File: config.mk
export PLATFORM = sky130hd
export DESIGN_NAME = gpio_altfunc_pin_mux
export DESIGN_NICKNAME = d
export VERILOG_FILES = /design/src/core/pin_mux_pkg.sv /design/src/core/pin_cell.sv /design/src/core/gpio_altfunc_pin_mux.sv
export VERILOG_INCLUDE_DIRS = /design/src /design/src/core
export SDC_FILE = /design/constraint.sdc
export NUM_CORES = 1
export LEC_CHECK = 0
export ABC_AREA = 1
export BUFFER_PORTS_ARGS = -buffer_cell sky130_fd_sc_hd__buf_4
export CORE_MARGIN = 3
export CORE_UTILIZATION = 43
export DETAILED_ROUTE_END_ITERATION = 8
export PLACE_DENSITY = 0.75
export SYNTH_ARGS = -nofsm -noshare
export SYNTH_HDL_FRONTEND = slang
export SYNTH_SLANG_ARGS = --single-unit
File: constraint.sdc
create_clock -name mclk -period 1.1 [get_ports mclk]
set_clock_uncertainty 0.15 [all_clocks]
set_input_delay 0.165 -clock mclk [delete_from_list [all_inputs] [get_ports mclk]]
set_output_delay 0.165 -clock mclk [all_outputs]
set_load 0.01 [all_outputs]
File: src/core/pin_mux_consts.svh
// Constants for the general-purpose pin multiplexer
`ifndef PIN_MUX_CONSTS_SVH
`define PIN_MUX_CONSTS_SVH

// ----------------------------------------------------------------------
// Pin count and alternate-function pin positions
// ----------------------------------------------------------------------
`define PM_NUM_PINS 12
`define PM_PIN_THERM_PWR 11
`define PM_PIN_RC_DRIVE 10
`define PM_PIN_PARK 8
`define PM_PIN_GLASSES 4
`define PM_PIN_SEL_ZERO 3
`define PM_PIN_SER_OUT 2
`define PM_PIN_SER_CLK 1
`define PM_PIN_SER_IN 0

// ----------------------------------------------------------------------
// Per-pin alternate selection codes (2 bits)
// ----------------------------------------------------------------------
`define PM_ALT_NONE 2'h0
`define PM_ALT_FIRST 2'h1
`define PM_ALT_SECOND 2'h2

// ----------------------------------------------------------------------
// Reset values and strap decoding
// ----------------------------------------------------------------------
`define PM_LANE_CODE_RST 2'h0
`define PM_LANE_COUNT_RST 3'h1
`define PM_BIT_LOW 1'h0
`define PM_BIT_HIGH 1'h1

`endif

File: src/core/pin_mux_pkg.sv
// Types shared by the general-purpose pin multiplexer
package pin_mux_pkg;

  // Electrical role of a plain general-purpose pin
  typedef enum logic [1:0] {
    pin_input,
    pin_output,
    pin_bidir,
    pin_open_drain
  } pin_mode_type;

  // Boot sequence of the lane-count strap capture
  typedef enum logic [1:0] {
    boot_hold,
    boot_sample,
    boot_run
  } boot_state_type;

endpackage

File: src/core/pin_cell.sv
// One general-purpose pin: plain role or alternate drive
`timescale 1ns/1ps
`include "pin_mux_consts.svh"
module pin_cell (
  input wire logic [1:0] mode,
  input wire logic sw_out,
  input wire logic sw_dir,
  input wire logic alt_active,
  input wire logic alt_drives,
  input wire logic alt_value,
  output logic pad_out,
  output logic pad_oe
);

  always_comb begin
    pad_out = `PM_BIT_LOW;
    pad_oe = `PM_BIT_LOW;
    if (alt_active) begin
      pad_out = alt_value;
      pad_oe = alt_drives;
    end else begin
      unique case (pin_mux_pkg::pin_mode_type'(mode))
        pin_mux_pkg::pin_input: begin
          pad_oe = `PM_BIT_LOW;
        end
        pin_mux_pkg::pin_output: begin
          pad_out = sw_out;
          pad_oe = `PM_BIT_HIGH;
        end
        pin_mux_pkg::pin_bidir: begin
          pad_out = sw_out;
          pad_oe = sw_dir;
        end
        pin_mux_pkg::pin_open_drain: begin
          // Only ever pulls low; a board pull-up makes the high level
          pad_out = `PM_BIT_LOW;
          pad_oe = ~sw_out;
        end
      endcase
    end
  end

endmodule // pin_cell

File: src/core/gpio_altfunc_pin_mux.sv
// General-purpose pin multiplexer with alternate functions and boot straps
`timescale 1ns/1ps
`include "pin_mux_consts.svh"

// Overview of operation
// - Each pin: input, output, bidir or open-drain.
// - Software picks plain or alternate role per pin.
// - Pin 11 alternate: thermistor power enable output.
// - Pin 10 alternate: thermistor Thermistor_rc_drive drive.
// - Pin 8 low parks mirror array, power untouched.
// - Pin 4 glasses output: 1 left, 0 right.
// - Pin 4 alternately aux select one, active low.
// - Pin 3 drives aux select zero, active low.
// - Pins 2,1,0: aux data out, clock, in.
// - Pins 2 and 1 sampled at boot.
// - Strap code 00..11 gives 1..4 lanes.
// - After sampling, pins 2,1 serve aux serial again.
module gpio_altfunc_pin_mux #(
  parameter int NUM_PINS = `PM_NUM_PINS
) (
  input wire logic mclk,
  input wire logic sys_rst,
  // Software configuration
  input wire logic cfg_load,
  input wire logic [2*NUM_PINS-1:0] cfg_mode,
  input wire logic [2*NUM_PINS-1:0] cfg_alt,
  input wire logic [NUM_PINS-1:0] sw_out,
  input wire logic [NUM_PINS-1:0] sw_dir,
  output logic [NUM_PINS-1:0] sw_in_r,
  // Alternate function sources inside the device
  input wire logic thermistor_used,
  input wire logic thermistor_enable,
  input wire logic thermistor_rc_drive,
  input wire logic glasses_left,
  input wire logic aux_select_one_n,
  input wire logic aux_select_zero_n,
  input wire logic aux_serial_out,
  input wire logic aux_serial_clk,
  output logic aux_serial_in_r,
  output logic park_request_r,
  // Lane-count strap result
  output logic [1:0] lane_code_r,
  output logic [2:0] lane_count_r,
  output logic strap_valid_r,
  // Pads
  input wire logic [NUM_PINS-1:0] pad_in,
  output logic [NUM_PINS-1:0] pad_out_r,
  output logic [NUM_PINS-1:0] pad_oe_r
);

  // --------------------------------------------------------------------
  // Functions
  // --------------------------------------------------------------------
  // Which alternate code is legal on a pin; anything else is plain I/O
  function automatic logic alt_legal(input int pin, input logic [1:0] code);
    logic ok;
    ok = `PM_BIT_LOW;
    if (code == `PM_ALT_FIRST) begin
      ok = (pin == `PM_PIN_THERM_PWR) || (pin == `PM_PIN_RC_DRIVE) ||
           (pin == `PM_PIN_PARK) || (pin == `PM_PIN_GLASSES) ||
           (pin == `PM_PIN_SEL_ZERO) || (pin == `PM_PIN_SER_OUT) ||
           (pin == `PM_PIN_SER_CLK) || (pin == `PM_PIN_SER_IN);
    end else if (code == `PM_ALT_SECOND) begin
      ok = (pin == `PM_PIN_GLASSES);
    end
    return ok;
  endfunction

  function automatic logic [2:0] lanes_from_code(input logic [1:0] code);
    return {1'h0, code} + `PM_LANE_COUNT_RST;
  endfunction

  // Pin n owns bits [2n+1:2n] of a packed alternate-code vector
  function automatic logic [1:0] alt_code(input logic [2*NUM_PINS-1:0] codes,
                                          input int pin);
    return codes[2*pin +: 2];
  endfunction

  // Pins that carry a lane-count strap during boot
  function automatic logic is_strap_pin(input int pin);
    return (pin == `PM_PIN_SER_OUT) || (pin == `PM_PIN_SER_CLK);
  endfunction

  // --------------------------------------------------------------------
  // Configuration registers
  // --------------------------------------------------------------------
  logic [2*NUM_PINS-1:0] mode_r;
  logic [2*NUM_PINS-1:0] mode_nxt;
  logic [2*NUM_PINS-1:0] alt_r;
  logic [2*NUM_PINS-1:0] alt_nxt;
  logic [NUM_PINS-1:0] alt_on;

  always_comb begin
    mode_nxt = mode_r;
    alt_nxt = alt_r;
    if (cfg_load) begin
      mode_nxt = cfg_mode;
      alt_nxt = cfg_alt;
    end
  end

  always_ff @(posedge mclk) begin
    if (sys_rst) begin
      mode_r <= '0;
      alt_r <= '0;
    end else begin
      mode_r <= mode_nxt;
      alt_r <= alt_nxt;
    end
  end

  // --------------------------------------------------------------------
  // Boot strap capture
  // --------------------------------------------------------------------
  pin_mux_pkg::boot_state_type boot_r;
  pin_mux_pkg::boot_state_type boot_nxt;
  logic [1:0] lane_code_nxt;
  logic [2:0] lane_count_nxt;
  logic strap_valid_nxt;

  always_comb begin
    boot_nxt = boot_r;
    lane_code_nxt = lane_code_r;
    lane_count_nxt = lane_count_r;
    strap_valid_nxt = strap_valid_r;
    unique case (boot_r)
      pin_mux_pkg::boot_hold: begin
        // First edge after release: pads still undriven, straps settled
        boot_nxt = pin_mux_pkg::boot_sample;
      end
      pin_mux_pkg::boot_sample: begin
        lane_code_nxt = {pad_in[`PM_PIN_SER_OUT],
                         pad_in[`PM_PIN_SER_CLK]};
        lane_count_nxt = lanes_from_code(lane_code_nxt);
        strap_valid_nxt = `PM_BIT_HIGH;
        boot_nxt = pin_mux_pkg::boot_run;
      end
      pin_mux_pkg::boot_run: begin
        boot_nxt = pin_mux_pkg::boot_run;
      end
      default: begin
        // Unused code: never resample, the straps are taken only once
        boot_nxt = pin_mux_pkg::boot_run;
      end
    endcase
  end

  always_ff @(posedge mclk) begin
    if (sys_rst) begin
      boot_r <= pin_mux_pkg::boot_hold;
      lane_code_r <= `PM_LANE_CODE_RST;
      lane_count_r <= `PM_LANE_COUNT_RST;
      strap_valid_r <= `PM_BIT_LOW;
    end else begin
      boot_r <= boot_nxt;
      lane_code_r <= lane_code_nxt;
      lane_count_r <= lane_count_nxt;
      strap_valid_r <= strap_valid_nxt;
    end
  end

  // --------------------------------------------------------------------
  // Alternate function routing
  // --------------------------------------------------------------------
  logic [NUM_PINS-1:0] alt_drv;
  logic [NUM_PINS-1:0] alt_val;
  logic [NUM_PINS-1:0] cell_out;
  logic [NUM_PINS-1:0] cell_oe;
  logic strap_window;

  // Strap pins stay released until the sample is taken
  assign strap_window = (boot_r != pin_mux_pkg::boot_run);

  always_comb begin
    alt_drv = '0;
    alt_val = '0;
    alt_drv[`PM_PIN_THERM_PWR] = `PM_BIT_HIGH;
    alt_val[`PM_PIN_THERM_PWR] = thermistor_used & thermistor_enable;
    alt_drv[`PM_PIN_RC_DRIVE] = `PM_BIT_HIGH;
    alt_val[`PM_PIN_RC_DRIVE] = thermistor_rc_drive;
    // Park request and serial data in are inputs: no drive
    alt_drv[`PM_PIN_GLASSES] = `PM_BIT_HIGH;
    if (alt_code(alt_r, `PM_PIN_GLASSES) == `PM_ALT_SECOND) begin
      alt_val[`PM_PIN_GLASSES] = aux_select_one_n;
    end else begin
      alt_val[`PM_PIN_GLASSES] = glasses_left;
    end
    alt_drv[`PM_PIN_SEL_ZERO] = `PM_BIT_HIGH;
    alt_val[`PM_PIN_SEL_ZERO] = aux_select_zero_n;
    alt_drv[`PM_PIN_SER_OUT] = `PM_BIT_HIGH;
    alt_val[`PM_PIN_SER_OUT] = aux_serial_out;
    alt_drv[`PM_PIN_SER_CLK] = `PM_BIT_HIGH;
    alt_val[`PM_PIN_SER_CLK] = aux_serial_clk;
  end

  // --------------------------------------------------------------------
  // Per-pin cells
  // --------------------------------------------------------------------
  genvar gi;
  generate
    for (gi = 0; gi < NUM_PINS; gi++) begin : g_pin
      assign alt_on[gi] = alt_legal(gi, alt_code(alt_r, gi));
      pin_cell u_cell (
        .mode(mode_r[2*gi +: 2]),
        .sw_out(sw_out[gi]),
        .sw_dir(sw_dir[gi]),
        .alt_active(alt_on[gi]),
        .alt_drives(alt_drv[gi]),
        .alt_value(alt_val[gi]),
        .pad_out(cell_out[gi]),
        .pad_oe(cell_oe[gi])
      );
    end
  endgenerate

  // --------------------------------------------------------------------
  // Strap pin hand-back
  // --------------------------------------------------------------------
  logic [NUM_PINS-1:0] strap_mask;

  generate
    for (gi = 0; gi < NUM_PINS; gi++) begin : g_strap
      assign strap_mask[gi] = strap_window & is_strap_pin(gi);
    end
  endgenerate

  // --------------------------------------------------------------------
  // Pad drive registers
  // --------------------------------------------------------------------
  logic [NUM_PINS-1:0] pad_out_nxt;
  logic [NUM_PINS-1:0] pad_oe_nxt;

  always_comb begin
    pad_out_nxt = cell_out;
    // Serial pins resume their configured outputs once the straps are held
    pad_oe_nxt = cell_oe & ~strap_mask;
  end

  always_ff @(posedge mclk) begin
    if (sys_rst) begin
      pad_out_r <= '0;
      pad_oe_r <= '0;
    end else begin
      pad_out_r <= pad_out_nxt;
      pad_oe_r <= pad_oe_nxt;
    end
  end

  // --------------------------------------------------------------------
  // Input sample registers
  // --------------------------------------------------------------------
  logic [NUM_PINS-1:0] sw_in_nxt;
  logic park_nxt;
  logic ser_in_nxt;

  always_comb begin
    // Every pad is sampled whatever its role, so driven pins read back
    sw_in_nxt = pad_in;
    // Array stays powered; the companion chip owns power-down
    park_nxt = alt_on[`PM_PIN_PARK] &
               (pad_in[`PM_PIN_PARK] == `PM_BIT_LOW);
    ser_in_nxt = alt_on[`PM_PIN_SER_IN] & pad_in[`PM_PIN_SER_IN];
  end

  always_ff @(posedge mclk) begin
    if (sys_rst) begin
      sw_in_r <= '0;
      park_request_r <= `PM_BIT_LOW;
      aux_serial_in_r <= `PM_BIT_LOW;
    end else begin
      sw_in_r <= sw_in_nxt;
      park_request_r <= park_nxt;
      aux_serial_in_r <= ser_in_nxt;
    end
  end

endmodule // gpio_altfunc_pin_mux

==> reports/qor.txt <==
Ant diodes = 0
# DRC = 0
# nets final = 792
Tcrit/Tclk final = 103%
Dominant cell type by area after synthesis = dfxtp_1
Syn Nets = 561
Hold WS = 0.0141 ns
CTS Buf Count = 9
Violated checks = setup timing
Critical path class = flip-flop to flip-flop
Largest net degree at the start of global routing = 51
Hold_sp = sw_dir[0]
RSZ-0062 raised after global routing = yes
Maximum VDD drop = 0.000764 V
Startpoint Class = flip-flop
Area post-placement = 0.00466 mm2
Non-filler instance count after layout = 778
Die Y = 95.7 um
Simple-Gate Fraction of Synth Area = 15.9%
Vias per Instance = 4.81
1st-iter DRT viols = 91
Combinational family with the most area after synthesis = simple AND/OR/NAND/NOR gates
Final min period = 1.13 ns
Synth Area in Compound Gates = 14.0%
DP HPWL = 6010 um
First drt pass iteration count = 4
Maxcap violations = 0
Final setup vio count = 25
Area share of fa/ha/maj cells after synthesis = 9.40%
Root Buffer = clkbuf_8
Cell Pwr Density = 1180 mW/mm2
Mapped Area = 0.00346 mm2
Total Routing Usage GR = 23.6%
IO Port Bufs = 130
Worst endpoint required time = 1.23 ns
Worst slew margin = 84.2%
Die area = 0.00916 mm2
Row Count = 32
Layout cells sized above 1 = 45.0%
Most common cell after layout, fill and taps aside = buf_4
XOR/XNOR Fraction of Synth Area = 0%
Area growth, synth to finish = 81.6%
Crit-path max FO = 2
IO Pins = 139
Mux contribution to synthesized area = 0%
Clock slew at reported path FFs = 0.09 ns
Total Wirelength = 11300 um
Fin. Hold Viols = 0
First-pass GRT wire length = 16700 um
Total global routing overflow = 0
Via count = 3741
Critical Path Start = mode_r[8]
Commonest non-fill, non-tap cells in the layout = buf_4 (108), dlygate4sd3_1 (77), dfxtp_2 (60)
Clock buffer depth = 2
PnR worst setup slack = -0.0334 ns
Sequential area share after synthesis = 49.7%
Initial antenna violation count = 0
CTS tree = built
Tot Pwr = 7450 uW
Yosys cell types = 17
Fillers = 464
Initial Util = 44.6%
Top cells by area, synth = dfxtp_1 (50%), ha_1 (9.4%), inv_1 (7.9%)
Status = complete, but fails checks
Die width = 95.7 um
Synth top area share = 49.7%
HP Class = input port to flip-flop
FF-to-FF Start = mode_r[8]
Cells after DPL = 675
Avg Cell Area, Syn = 7.87 um2
Flops & latches, synth = 86
Slew Viols, Final = 0
Cells after synthesis = 440
Core area = 0.00777 mm2
Worst-Margin Slew = 0.234 ns
CP endpoint kind = flip-flop
Ys Warns = 0
Worst Path Arrival = 1.26 ns
Clock latency on the worst-skew pair = 0.35 ns
Design area = 0.00629 mm2
Final setup TNS = -0.220 ns
Pleak = 0.00292 uW
Vias in the first global route = 3745
GP Congestion = 0.766
Post-DRT Antenna Nets = 0
WL/cell = 14.5 um
Maximum clock rate = 0.882 GHz
H-tree depth = 3
CTS sink cnt = 86
per-stage QoR:
stage / util (%) / setup WS, ns
6_report: 80.9 / -0.0334
5_1_grt: 80.9 / -0.0697
4_1_cts: 76.7 / -0.0219
3_5_place_dp: 59.9 / -0.0716
3_3_place_gp: 59.9 / -0.0247
2_1_floorplan: - / 0.0143
worst max-delay path: stages (launching register included):
cell	delay [ns]
dfxtp_2	0.36
buf_6	0.11
ha_4	0.12
nand2_2	0.06
nand2_2	0.08
nand2_2	0.05
a21oi_2	0.13
power by group:
group / switching, uW / internal (uW)
combinational: 677 / 930
sequential: 168 / 3360
clock: 1230 / 1080
total: 2070 / 5370
cell usage after synthesis, drive strengths merged:
master / instances
buf: 14
nor3: 8
o211ai: 2
nor2: 59
nand4: 1
a21oi: 41
inv: 75
ha: 26
clkbuf: 2
dfxtp: 86
o21ai: 53
nand2: 66
nand3: 7
final timing paths:
kind,to,slack (ns),cells past startpoint
setup / recovery,pad_oe_r[4],-0.03,6
hold / removal,pad_oe_r[0],0.01,5
hold reg to reg,alt_r[3],0.31,2
setup reg to reg,pad_oe_r[4],-0.03,6
area by class of cell:
| cell class | instances | area, um2 | share of cell area [%] |
|---|---|---|---|
| flip-flops and latches | 86 | 1820 | 29.0 |
| multi-input cells | 263 | 1670 | 26.5 |
| clock buffers | 9 | 124 | 1.97 |
| repair buffers | 236 | 2180 | 34.7 |
| inverters | 75 | 284 | 4.52 |
| well taps | 102 | 128 | 2.03 |
| clock inverters | 7 | 78.8 | 1.25 |
state kept, by name, summed over array words and instances, names as in the netlist:
register,flops
alt_r,16
aux_serial_in_r,1
boot_r,2
lane_code_r,2
lane_count_r,3
mode_r,24
pad_oe_r,12
pad_out_r,12
park_request_r,1
strap_valid_r,1
sw_in_r,12
kinds of logic after synthesis:
logic type / after synthesis
simple gates: 141
flops: 86
compound gates: 96
buf+inv: 91
fa+ha+maj: 26
metal layers:
metal  track usage [%]  share of wire [%]
met5                 0                  0
met4              8.06                2.1
met3              5.55                5.9
met2              45.6                 55
met1              24.8                 37
what timing repair did:
action / CTS / global route
resized for setup: 97 / 90
hold buffers: 77 / 0
setup buffers: 3 / 7
endpoints found under the hold margin: 79 / 0
setup endpoints to repair: 56 / 72
pin swaps: 20 / 37
No activity file was read; power rests on OpenSTA's default activity.
